File: src/core/wgss_pkg.sv
// Purpose: shared constants of the waveform generator source select block
// Assumes: 200 MHz core clock, byte-wide registers on a 32-bit bus
// Notes:   register words are word aligned, data in the low byte
package wgss_pkg;

  // ==========================================================
  // timing
  localparam int CLK_HZ      = 200_000_000;
  localparam int FAST_OSC_HZ = 16_000_000;
  // fast oscillator period rounded down to whole core cycles
  localparam int OSC_DIV_CYC = CLK_HZ / FAST_OSC_HZ;
  localparam int DIV_W       = 4;

  // ==========================================================
  // register offsets (byte addresses)
  localparam logic [7:0] OFF_CLK_SEL  = 8'h00;
  localparam logic [7:0] OFF_IN_SEL   = 8'h04;
  localparam logic [7:0] OFF_DB_RISE  = 8'h08;
  localparam logic [7:0] OFF_DB_FALL  = 8'h0c;
  localparam logic [7:0] OFF_CTRL0    = 8'h10;
  localparam logic [7:0] OFF_CTRL1    = 8'h14;
  localparam logic [7:0] OFF_SHUT_CTL = 8'h18;
  localparam logic [7:0] OFF_SHUT_SRC = 8'h1c;
  localparam logic [7:0] OFF_STEER    = 8'h20;

  // ==========================================================
  // field positions
  localparam int CS_BIT    = 0;
  localparam int IS_LSB    = 0;
  localparam int IS_W      = 4;
  localparam int DB_W      = 6;
  localparam int EN_BIT    = 7;
  localparam int LD_BIT    = 6;
  localparam int MODE_LSB  = 0;
  localparam int MODE_W    = 3;
  localparam int IN_BIT    = 5;
  localparam int POL_LSB   = 0;
  localparam int SHUT_LSB  = 2;
  localparam int SHUT_W    = 6;
  localparam int SRC_W     = 7;
  localparam int STR_LSB   = 0;
  localparam int OVR_LSB   = 4;
  localparam int NOUT      = 4;

  // ==========================================================
  // reset values
  localparam logic [7:0] RST_CLK_SEL = 8'h00;
  localparam logic [7:0] RST_IN_SEL  = 8'h00;
  localparam logic [7:0] RST_OTHER   = 8'h00;

  // ==========================================================
  // encodings
  localparam logic [2:0] MODE_BUFFERED = 3'h1;
  localparam logic [3:0] IS_CLK_PIN = 4'h0;
  localparam logic [3:0] IS_CCP1    = 4'h1;
  localparam logic [3:0] IS_CCP2    = 4'h2;
  localparam logic [3:0] IS_CCP3    = 4'h3;
  localparam logic [3:0] IS_CCP4    = 4'h4;
  localparam logic [3:0] IS_LC1     = 4'h5;
  localparam logic [3:0] IS_LC2     = 4'h6;
  localparam logic [3:0] IS_PWM3    = 4'h9;
  localparam logic [3:0] IS_PWM4    = 4'ha;
  localparam int NSRC = 9;

endpackage

File: src/core/wgss_src_if.sv
// Purpose: carrier between register core and source selector
// Assumes: single clock domain
// Notes:   gen_tick is a one-cycle enable of the generator rate
interface wgss_src_if;
  logic [3:0] isel;
  logic       cs;
  logic       gen_data;
  logic       gen_tick;
  modport sel  (input isel, input cs, output gen_data, output gen_tick);
  modport core (output isel, output cs, input gen_data, input gen_tick);
endinterface

File: src/core/wgss_src_sel.sv
// Purpose: synchronise generator sources, pick one, make the rate tick
// Assumes: sources are asynchronous to clk_i
// Notes:   reserved select codes give a constant low input
module wgss_src_sel
  import wgss_pkg::*;
#(
  parameter int DIV_CYC = OSC_DIV_CYC
) (
  input  wire logic            clk_i,
  input  wire logic            rst_i,
  input  wire logic [NSRC-1:0] src_i,
  wgss_src_if.sel              src
);

  typedef struct packed {
    logic [NSRC-1:0]  sync1;
    logic [NSRC-1:0]  sync2;
    logic [DIV_W-1:0] div;
  } wgss_sel_s;

  wgss_sel_s s;
  wgss_sel_s next_s;

  // ==========================================================
  // source mux
  function automatic logic pick(input logic [3:0] code,
                                input logic [NSRC-1:0] v);
    logic r;
    r = 1'b0;
    case (code)
      IS_CLK_PIN: r = v[0];
      IS_CCP1:    r = v[1];
      IS_CCP2:    r = v[2];
      IS_CCP3:    r = v[3];
      IS_CCP4:    r = v[4];
      IS_LC1:     r = v[5];
      IS_LC2:     r = v[6];
      IS_PWM3:    r = v[7];
      IS_PWM4:    r = v[8];
      default:    r = 1'b0;
    endcase
    return r;
  endfunction

  always_comb begin
    next_s       = s;
    next_s.sync1 = src_i;
    next_s.sync2 = s.sync1;
    if (s.div == DIV_W'(DIV_CYC - 1)) begin
      next_s.div = '0;
    end else begin
      next_s.div = s.div + DIV_W'(1);
    end
  end

  always_ff @(posedge clk_i) begin
    if (rst_i) begin
      s <= '0;
    end else begin
      s <= next_s;
    end
  end

  assign src.gen_data = pick(src.isel, s.sync2);
  // fast oscillator is an enable pulse, system clock ticks every cycle
  assign src.gen_tick = src.cs ? (s.div == '0) : 1'b1;
endmodule

File: src/core/wgss_top.sv
// Purpose: register map, source and clock choice, output steering
// Assumes: classic wishbone master, one request at a time
// Notes:   dead-band counts and shutdown fields are stored only
//
// Notes on behaviour
// clock select 1 picks fast oscillator
// input select codes route listed sources
// reserved input codes connect nothing
// unimplemented bits always read zero
// mode 001 double-buffers steering enables
// steered output carries data with polarity
// unsteered output carries override data bit
// each instance keeps its own settings
//
// Local design decisions: the placing of the registers and register access over Wishbone.
module wgss_top
  import wgss_pkg::*;
(
  input  wire logic        clk_i,
  input  wire logic        rst_i,
  input  wire logic        wb_cyc_i,
  input  wire logic        wb_stb_i,
  input  wire logic        wb_we_i,
  input  wire logic [7:0]  wb_adr_i,
  input  wire logic [3:0]  wb_sel_i,
  input  wire logic [31:0] wb_dat_i,
  output logic      [31:0] wb_dat_o,
  output logic             wb_ack_o,
  input  wire logic        dedicated_clock_pin_input_i,
  input  wire logic        capture_compare_output_1_i,
  input  wire logic        capture_compare_output_2_i,
  input  wire logic        capture_compare_output_3_i,
  input  wire logic        capture_compare_output_4_i,
  input  wire logic        logic_cell_output_1_i,
  input  wire logic        logic_cell_output_2_i,
  input  wire logic        pulse_width_output_3_i,
  input  wire logic        pulse_width_output_4_i,
  output logic             generator_data_o,
  output logic [NOUT-1:0]  waveform_out_o
);

  // ==========================================================
  // state: every instance owns all of it, nothing is shared
  typedef struct packed {
    logic              cs;
    logic [IS_W-1:0]   isel;
    logic [DB_W-1:0]   db_rise;
    logic [DB_W-1:0]   db_fall;
    logic              en;
    logic              ld;
    logic [MODE_W-1:0] mode;
    logic [NOUT-1:0]   pol;
    logic [SHUT_W-1:0] shut_ctl;
    logic [SRC_W-1:0]  shut_src;
    logic [NOUT-1:0]   ovr;
    logic [NOUT-1:0]   str_new;
    logic [NOUT-1:0]   str_act;
    logic              data;
    logic              ack;
    logic [7:0]        rdat;
    logic [NOUT-1:0]   out;
  } wgss_top_s;

  wgss_top_s s;
  wgss_top_s next_s;

  wgss_src_if src ();

  logic req;
  logic wr;
  logic upd;

  // ==========================================================
  // source selector
  wgss_src_sel #(
    .DIV_CYC (OSC_DIV_CYC)
  ) u_src (
    .clk_i (clk_i),
    .rst_i (rst_i),
    .src_i ({pulse_width_output_4_i, pulse_width_output_3_i,
             logic_cell_output_2_i, logic_cell_output_1_i,
             capture_compare_output_4_i, capture_compare_output_3_i,
             capture_compare_output_2_i, capture_compare_output_1_i,
             dedicated_clock_pin_input_i}),
    .src   (src.sel)
  );

  assign src.isel = s.isel;
  assign src.cs   = s.cs;

  // ==========================================================
  // register read decode
  function automatic logic [7:0] rd_reg(input logic [7:0] a,
                                        input wgss_top_s v);
    logic [7:0] r;
    r = 8'h00;
    if (a == OFF_CLK_SEL) begin
      r[CS_BIT] = v.cs;
    end else if (a == OFF_IN_SEL) begin
      r[IS_LSB +: IS_W] = v.isel;
    end else if (a == OFF_DB_RISE) begin
      r[DB_W-1:0] = v.db_rise;
    end else if (a == OFF_DB_FALL) begin
      r[DB_W-1:0] = v.db_fall;
    end else if (a == OFF_CTRL0) begin
      r[EN_BIT]              = v.en;
      r[LD_BIT]              = v.ld;
      r[MODE_LSB +: MODE_W]  = v.mode;
    end else if (a == OFF_CTRL1) begin
      r[IN_BIT]              = v.data;
      r[POL_LSB +: NOUT]     = v.pol;
    end else if (a == OFF_SHUT_CTL) begin
      r[SHUT_LSB +: SHUT_W]  = v.shut_ctl;
    end else if (a == OFF_SHUT_SRC) begin
      r[SRC_W-1:0]           = v.shut_src;
    end else if (a == OFF_STEER) begin
      r[OVR_LSB +: NOUT]     = v.ovr;
      r[STR_LSB +: NOUT]     = v.str_new;
    end
    return r;
  endfunction

  // ==========================================================
  // next state
  assign req = wb_cyc_i && wb_stb_i;
  // a write lands on the edge where ack is seen high
  assign wr  = req && s.ack && wb_we_i && wb_sel_i[0];
  // buffered update point: rising edge of the sampled input
  assign upd = src.gen_tick && s.en && src.gen_data && !s.data;

  always_comb begin
    next_s     = s;
    next_s.ack = req && !s.ack;
    if (req && !s.ack) begin
      next_s.rdat = rd_reg(wb_adr_i, s);
    end
    if (wr) begin
      if (wb_adr_i == OFF_CLK_SEL) begin
        next_s.cs = wb_dat_i[CS_BIT];
      end else if (wb_adr_i == OFF_IN_SEL) begin
        next_s.isel = wb_dat_i[IS_LSB +: IS_W];
      end else if (wb_adr_i == OFF_DB_RISE) begin
        next_s.db_rise = wb_dat_i[DB_W-1:0];
      end else if (wb_adr_i == OFF_DB_FALL) begin
        next_s.db_fall = wb_dat_i[DB_W-1:0];
      end else if (wb_adr_i == OFF_CTRL0) begin
        next_s.en   = wb_dat_i[EN_BIT];
        next_s.ld   = wb_dat_i[LD_BIT];
        next_s.mode = wb_dat_i[MODE_LSB +: MODE_W];
      end else if (wb_adr_i == OFF_CTRL1) begin
        next_s.pol = wb_dat_i[POL_LSB +: NOUT];
      end else if (wb_adr_i == OFF_SHUT_CTL) begin
        next_s.shut_ctl = wb_dat_i[SHUT_LSB +: SHUT_W];
      end else if (wb_adr_i == OFF_SHUT_SRC) begin
        next_s.shut_src = wb_dat_i[SRC_W-1:0];
      end else if (wb_adr_i == OFF_STEER) begin
        next_s.ovr     = wb_dat_i[OVR_LSB +: NOUT];
        next_s.str_new = wb_dat_i[STR_LSB +: NOUT];
      end
    end
    // generator input sampled at the chosen rate, low when disabled
    if (src.gen_tick) begin
      next_s.data = s.en && src.gen_data;
    end
    // buffered mode holds new enables until the update point
    if (s.mode != MODE_BUFFERED || upd) begin
      next_s.str_act = s.str_new;
    end
    for (int i = 0; i < NOUT; i++) begin
      if (s.str_act[i]) begin
        next_s.out[i] = s.data ^ s.pol[i];
      end else begin
        next_s.out[i] = s.ovr[i];
      end
    end
  end

  always_ff @(posedge clk_i) begin
    if (rst_i) begin
      s         <= '0;
      s.cs      <= RST_CLK_SEL[CS_BIT];
      s.isel    <= RST_IN_SEL[IS_LSB +: IS_W];
      s.str_new <= RST_OTHER[STR_LSB +: NOUT];
    end else begin
      s <= next_s;
    end
  end

  assign wb_ack_o         = s.ack;
  assign wb_dat_o         = {24'h000000, s.rdat};
  assign generator_data_o = s.data;
  assign waveform_out_o   = s.out;

  // ==========================================================
  // every output, not only the first two
  for (genvar g = 0; g < NOUT; g++) begin : g_steer_chk

  end
endmodule

File: config.mk
export PLATFORM = sky130hd
export DESIGN_NAME = wgss_top
export DESIGN_NICKNAME = d
export VERILOG_FILES = /design/src/core/wgss_pkg.sv /design/src/core/wgss_src_if.sv /design/src/core/wgss_src_sel.sv /design/src/core/wgss_top.sv
export SDC_FILE = /design/constraint.sdc
export NUM_CORES = 1
export LEC_CHECK = 0
export ABC_CLOCK_PERIOD_IN_PS = 5100
export BUFFER_PORTS_ARGS = -buffer_cell sky130_fd_sc_hd__buf_4
export CORE_MARGIN = 2
export CORE_UTILIZATION = 40
export CTS_CLUSTER_SIZE = 30
export DETAILED_ROUTE_END_ITERATION = 10
export HOLD_SLACK_MARGIN = 0.12
export PLACE_DENSITY = 0.73
export SLEW_MARGIN = 15
export SYNTH_ARGS = -nofsm -noshare
export SYNTH_HDL_FRONTEND = slang
export SYNTH_SLANG_ARGS = --single-unit
File: constraint.sdc
create_clock -name clk_i -period 5.1 [get_ports clk_i]
set_clock_uncertainty 0.2 [all_clocks]
set_input_delay 1.02 -clock clk_i [delete_from_list [all_inputs] [get_ports clk_i]]
set_output_delay 1.02 -clock clk_i [all_outputs]
set_load 0.05 [all_outputs]
# ---- Word-level counts from Yosys, hierarchy flattened
# Index checks and enable logic that the tools add are counted.
dict set report word_totals {
  inputBits 58
  regBits 87
  word_cells 126
  out_inout_bits 38
}
dict set report op_classes {
  reduce_logical 25
  add_sub_neg 1
  n_bitwise 12
  mux 50
  n_eq_ne 18
}
# cell n
set ops {}
lappend ops {{two-way mux 8 bit} 10}
lappend ops {{two-way mux 7 bit} 10}
lappend ops {{two-way mux 6 bit} 10}
lappend ops {{== test 8 x 5 -> 1 bit, second input constant} 4}
lappend ops {{== test 8 x 4 -> 1 bit, second input constant} 2}
lappend ops {{== test 4 x 3 -> 1 bit, second input constant} 3}
lappend ops {{== test 4 bit, second input constant} 3}
lappend ops {{two-way mux 4 bit} 3}
lappend ops {{two-way mux 2 bit} 5}
lappend ops {{AND reduction 10 bit} 1}
lappend ops {{logical AND 1 bit} 9}
lappend ops {{two-way mux 1 bit} 9}
lappend ops {{case mux 1 bit (9 select lines)} 1}
lappend ops {{AND reduction 9 bit} 1}
lappend ops {{== test 4 x 2 -> 1 bit, second input constant} 2}
lappend ops {{== test 8 x 3 -> 1 bit, second input constant} 1}
lappend ops {{== test 8 x 6 -> 1 bit, second input constant} 1}
lappend ops {{logical NOT 4 bit} 2}
lappend ops {{logical NOT 8 bit} 1}
lappend ops {{inverter 1 bit} 8}
lappend ops {{AND reduction 8 bit} 1}
lappend ops {{AND reduction 7 bit} 1}
lappend ops {{two-way mux 3 bit} 2}
lappend ops {{AND reduction 6 bit} 1}
lappend ops {{other kinds (11)} 15}

# ---- Logic depth before layout (Yosys ltp)
dict set report depth {
  depth_word 34
  depth_mapped 8
  depth_no_buf 6
}

# ---- Hierarchy
# Synthesis repeated with hierarchy kept, for this count alone.
dict set report hier_totals {
  cells_unflattened 448
  hier_area_um2 4033.9
}
# mod n_inst area_per_inst_um2 seq_area_each_um2 cells_per_inst
set by_module_without_submodules {}
lappend by_module_without_submodules {wgss_top 1 3258.1 1301.2 377}
lappend by_module_without_submodules {wgss_src_sel 1 775.7 440.4 71}

# ---- Worst setup path before layout
# OpenSTA, ideal clock, no wires.
dict set report synth_timing {
  kind {input -> register}
  from {input wb_adr_i[7]}
  to {register s[41] in the netlist's numbering}
  path_slack_ns 2.338
  n_path_buf 3
  t_required_ns 4.772
  cell_stages 8
  t_arrival_ns 2.434
  setup_time_ns 0.128
  cell_sequence {buf_4 > or4b_4 > buf_6 > nor3_1 > and3_1 > buf_4 > mux2i_1 > nor2_1}
}
dict set report synth_between {
  elab_chain_cells 3
  word_cells_on_any_way 12
  cone_classes {eq/ne (5); bitwise (5); reduce/logical (2)}
}
# item line_no
set synth_rtl {}
lappend synth_rtl {{start, declared} wgss_top.sv:24} ;# input wire logic [7:0] wb_adr_i,
lappend synth_rtl {{== test 8 x 5 -> 1 bit (tied with other cells)} wgss_top.sv:146} ;# end else if (wb_adr_i == OFF_CTRL0) begin
lappend synth_rtl {{inverter 1 bit (no line)} -}
lappend synth_rtl {{AND reduction 7 bit (no line) *} -}
lappend synth_rtl {{end signal, assigned} wgss_top.sv:185} ;# s <= next_s;
lappend synth_rtl {{end, declared} wgss_top.sv:64} ;# wgss_top_s s;
# Mark *: on every way between the ends. The rest lies on a longest branch, timed or not.
# A chain may end at the register's enable or synchronous reset.

# ---- Final worst setup path
dict set report layout_timing {
  from {input wb_sel_i[0]}
  to {register s[23] in the netlist's numbering}
}
dict set report layout_between {
  elab_chain_cells 2
}
# item line_no
set layout_rtl {}
lappend layout_rtl {{start, declared} wgss_top.sv:25} ;# input wire logic [3:0] wb_sel_i,
lappend layout_rtl {{logical AND 1 bit} wgss_top.sv:127} ;# assign wr = req && s.ack && wb_we_i && wb_sel_i[0];
lappend layout_rtl {{AND reduction 10 bit (no line)} -}
# Every way passes these cells.

==> impl_metrics.json <==
{
  "cts_buffer_depth": 2,
  "synth_compound_area_share_pct": 11.0,
  "vias_per_cell": 5.32,
  "drv_slew": 0,
  "netlist_top_cells_area": "dfxtp_1, mux2i_1, buf_4",
  "coreArea_mm2": 0.0104,
  "grt_max_degree": 93,
  "worst_pin_slew_ns": 0.863,
  "syn_inst": 474,
  "clkLatencyLatePin_ns": 0.36,
  "grt_pass1_wl_mm": 15.5,
  "cp_top_family": "simple AND/OR/NAND/NOR gates",
  "grt_pass1_vias": 3080,
  "die_w_um": 108,
  "avgSynthCellArea_um2": 9.10,
  "numCtsBuffers": 9,
  "place_ws_ns": 1.90,
  "fp-row-count": 37,
  "fp.dieH_um": 108,
  "yosys.area_share.adder_pct": 0.580,
  "leakagePower_nw": 1.70,
  "maxSlewHeadroom_pct": 42.5,
  "status": "complete, no violations",
  "finalSetupViolCount": 0,
  "drt_iter0_drc": 296,
  "synth_simple_gate_area_share_pct": 22.8,
  "cp_num_buf_inv": 1,
  "slowest_delay_ns": 0.66,
  "critPathMaxFanout": 11,
  "cap_viol_max_count": 0,
  "cp-start-kind": "primary input",
  "fin_crit_sh_pct": 54.8,
  "synth_top_area_share_pct": 40.4,
  "hold_slack_ns": 0.242,
  "ys_types": 59,
  "port_buffers": 44,
  "hold_end": "u_src.s[7]$_SDFF_PP0_",
  "path_cells": "buf_4, and3_2, nor2b_1, nand4_2, mux2i_1, nor2_1",
  "synth_mux_area_share_pct": 12.4,
  "synth_top_cell_by_area": "dfxtp_1",
  "cts_tree": "yes",
  "syn-cell-area_mm2": 0.00431,
  "setup.worst_path.end_class": "register",
  "dieArea_mm2": 0.0116,
  "yosysMostFrequentCell": "dfxtp_1",
  "ir_drop_uv": 118,
  "syn_to_final_growth_pct": 7.02,
  "num_io_pins": 96,
  "grtUsageTotal_pct": 17.3,
  "post_cts_buffers": 0,
  "synth-xor-area-share_pct": 1.02,
  "grt_overflow_total": 0,
  "ys_seq_area_share_pct": 40.4,
  "dominantRegCellSynth": "dfxtp_1",
  "crit_arrival_ns": 2.81,
  "cts-root-buf": "clkbuf_8",
  "holdBufCountCts": 0,
  "cts.sinks": 87,
  "r2r-end": "s[23]$_SDFFE_PP0P_",
  "cts.reportedPaths.clkPinSlew_ns": 0.09,
  "final.min_clock_period_ns": 2.79,
  "reg2reg_depth": 5,
  "synth_edf_count": 0,
  "worst_slack_ns": 2.31,
  "antenna_found_initial": 0,
  "power_mw": 1.32,
  "drt-pass1-iter-count": 6,
  "ys_warn_count": 0,
  "required_ns": 5.12,
  "power_density_mw_per_mm2": 286,
  "finalWeightedCongestion": 0.833,
  "grt_setup_unrepaired": "no",
  "dp_hpwl_mm": 6.83,
  "layout-drive-gt1-share_pct": 16.1,
  "initial_core_util_pct": 41.4,
  "cts_resized": 0,
  "wl_mm": 9.61,
  "ant_nets": 0,
  "hold_depth": 1,
  "utilization_pct": 44.3,
  "drc": 0,
  "antennaDiodeCount": 0,
  "r2r_start": "wb_ack_o$_SDFF_PP0_",
  "clock.fmax_ghz": 0.358,
  "layout.nets": 546,
  "hold_class": "register to register",
  "synth_top_family_by_area": "simple AND/OR/NAND/NOR gates",
  "via_count": 3333,
  "synth_commonest_cells": "dfxtp_1, nor2_1, mux2i_1, buf_4, nand2_1",
  "critical_path_class": "primary input to register",
  "min_from": "u_src.next_s[7]$_SDFF_PP0_",
  "rrSetupSlack_ns": 2.65,
  "wire_per_inst_um": 15.3,
  "synthArstFlopShare_pct": 0,
  "ys_ff_latch": 87,
  "htree_levels": 3,
  "slowest_stage": "nor2b_1",
  "hold_viol": 0,
  "setup_tns_ns": 0
}
[per-layer routing]
metal  vias to the layer above  track usage [%]  share of wire [%]
met1                      1574             21.9                 44
li1                       1606                -                  -
met3                        16             4.06                6.4
met2                       137             28.5                 48
met5                         -                0                  0
met4                         0             6.50                1.6
[final cells by class]
type                       instances  area [um^2]
timing repair buffer              45          338
multi-input combinational        339         2150
sequential                        87         1740
fill                            1017         5800
inverter                           4         15.0
tap                              136          170
clock inverter                     7         77.6
clock buffer                       9          124
[stage by stage]
| stage | cells | instance area (um^2) |
|---|---|---|
| after floorplan | 497 | 4400 |
| after global placement | 611 | 4410 |
| after detailed placement | 611 | 4410 |
| after CTS | 627 | 4620 |
| after global routing | 627 | 4620 |
| final | 627 | 4620 |
[flip-flops by register name, indices dropped and copies added, names as in the netlist]
| signal | cells |
|---|---|
| s | 46 |
| u_src.s | 13 |
| waveform_out_o | 4 |
| generator_data_o | 1 |
| src.isel | 4 |
| wb_dat_o | 8 |
| wb_ack_o | 1 |
| src.cs | 1 |
| u_src.next_s | 9 |
[placed cells by master, fill, tap and decap left out, types with 3 or more instances in the layout]
cell type,n
nor2b_1,26
dfxtp_1,87
and3_1,5
nor3_1,8
nand2b_1,9
o211ai_1,3
clkbuf_8,9
inv_6,3
nand2_1,30
mux2i_1,51
o21ai_0,14
nand3_1,16
nor2_1,61
nor3_4,4
conb_1,24
buf_4,45
a22oi_1,4
inv_1,3
a21oi_1,28
a221oi_1,3
a211oi_1,5
a31oi_1,3
xnor2_1,5
nor3b_1,3
[worst max path at each step]
stage | depth (start not counted) | start | endpoint | slack [ns]
final | 6 | wb_sel_i[0] | s[23]$_SDFFE_PP0P_ | 2.31
after global routing | 6 | wb_sel_i[0] | s[23]$_SDFFE_PP0P_ | 2.18
after global placement | 6 | wb_sel_i[0] | s[23]$_SDFFE_PP0P_ | 1.95
after detailed placement | 6 | wb_sel_i[0] | s[23]$_SDFFE_PP0P_ | 1.90
after floorplan | 8 | wb_adr_i[7] | s[41]$_SDFFE_PP0P_ | 2.34
after CTS | 6 | wb_sel_i[0] | s[23]$_SDFFE_PP0P_ | 2.28
[power by group]
group          total (mW)  internal (mW)  switching (mW)
clock               0.492          0.232           0.261
sequential          0.692          0.688         0.00390
combinational       0.135         0.0351           0.100
total                1.32          0.955           0.365
[logic make-up (layout without fill, tap and decap cells)]
group                      after synthesis  count (layout)
buffers and inverters                   71              65
muxes                                   53              53
DFF                                     87              87
adders and majority gates                2               2
and+or+nand+nor                        180             180
other                                    1              24
AOI/OAI and AO/OA                       75              75
xor gates and xnor gates                 5               5
Note: power is estimated with default switching activity, not from simulation.
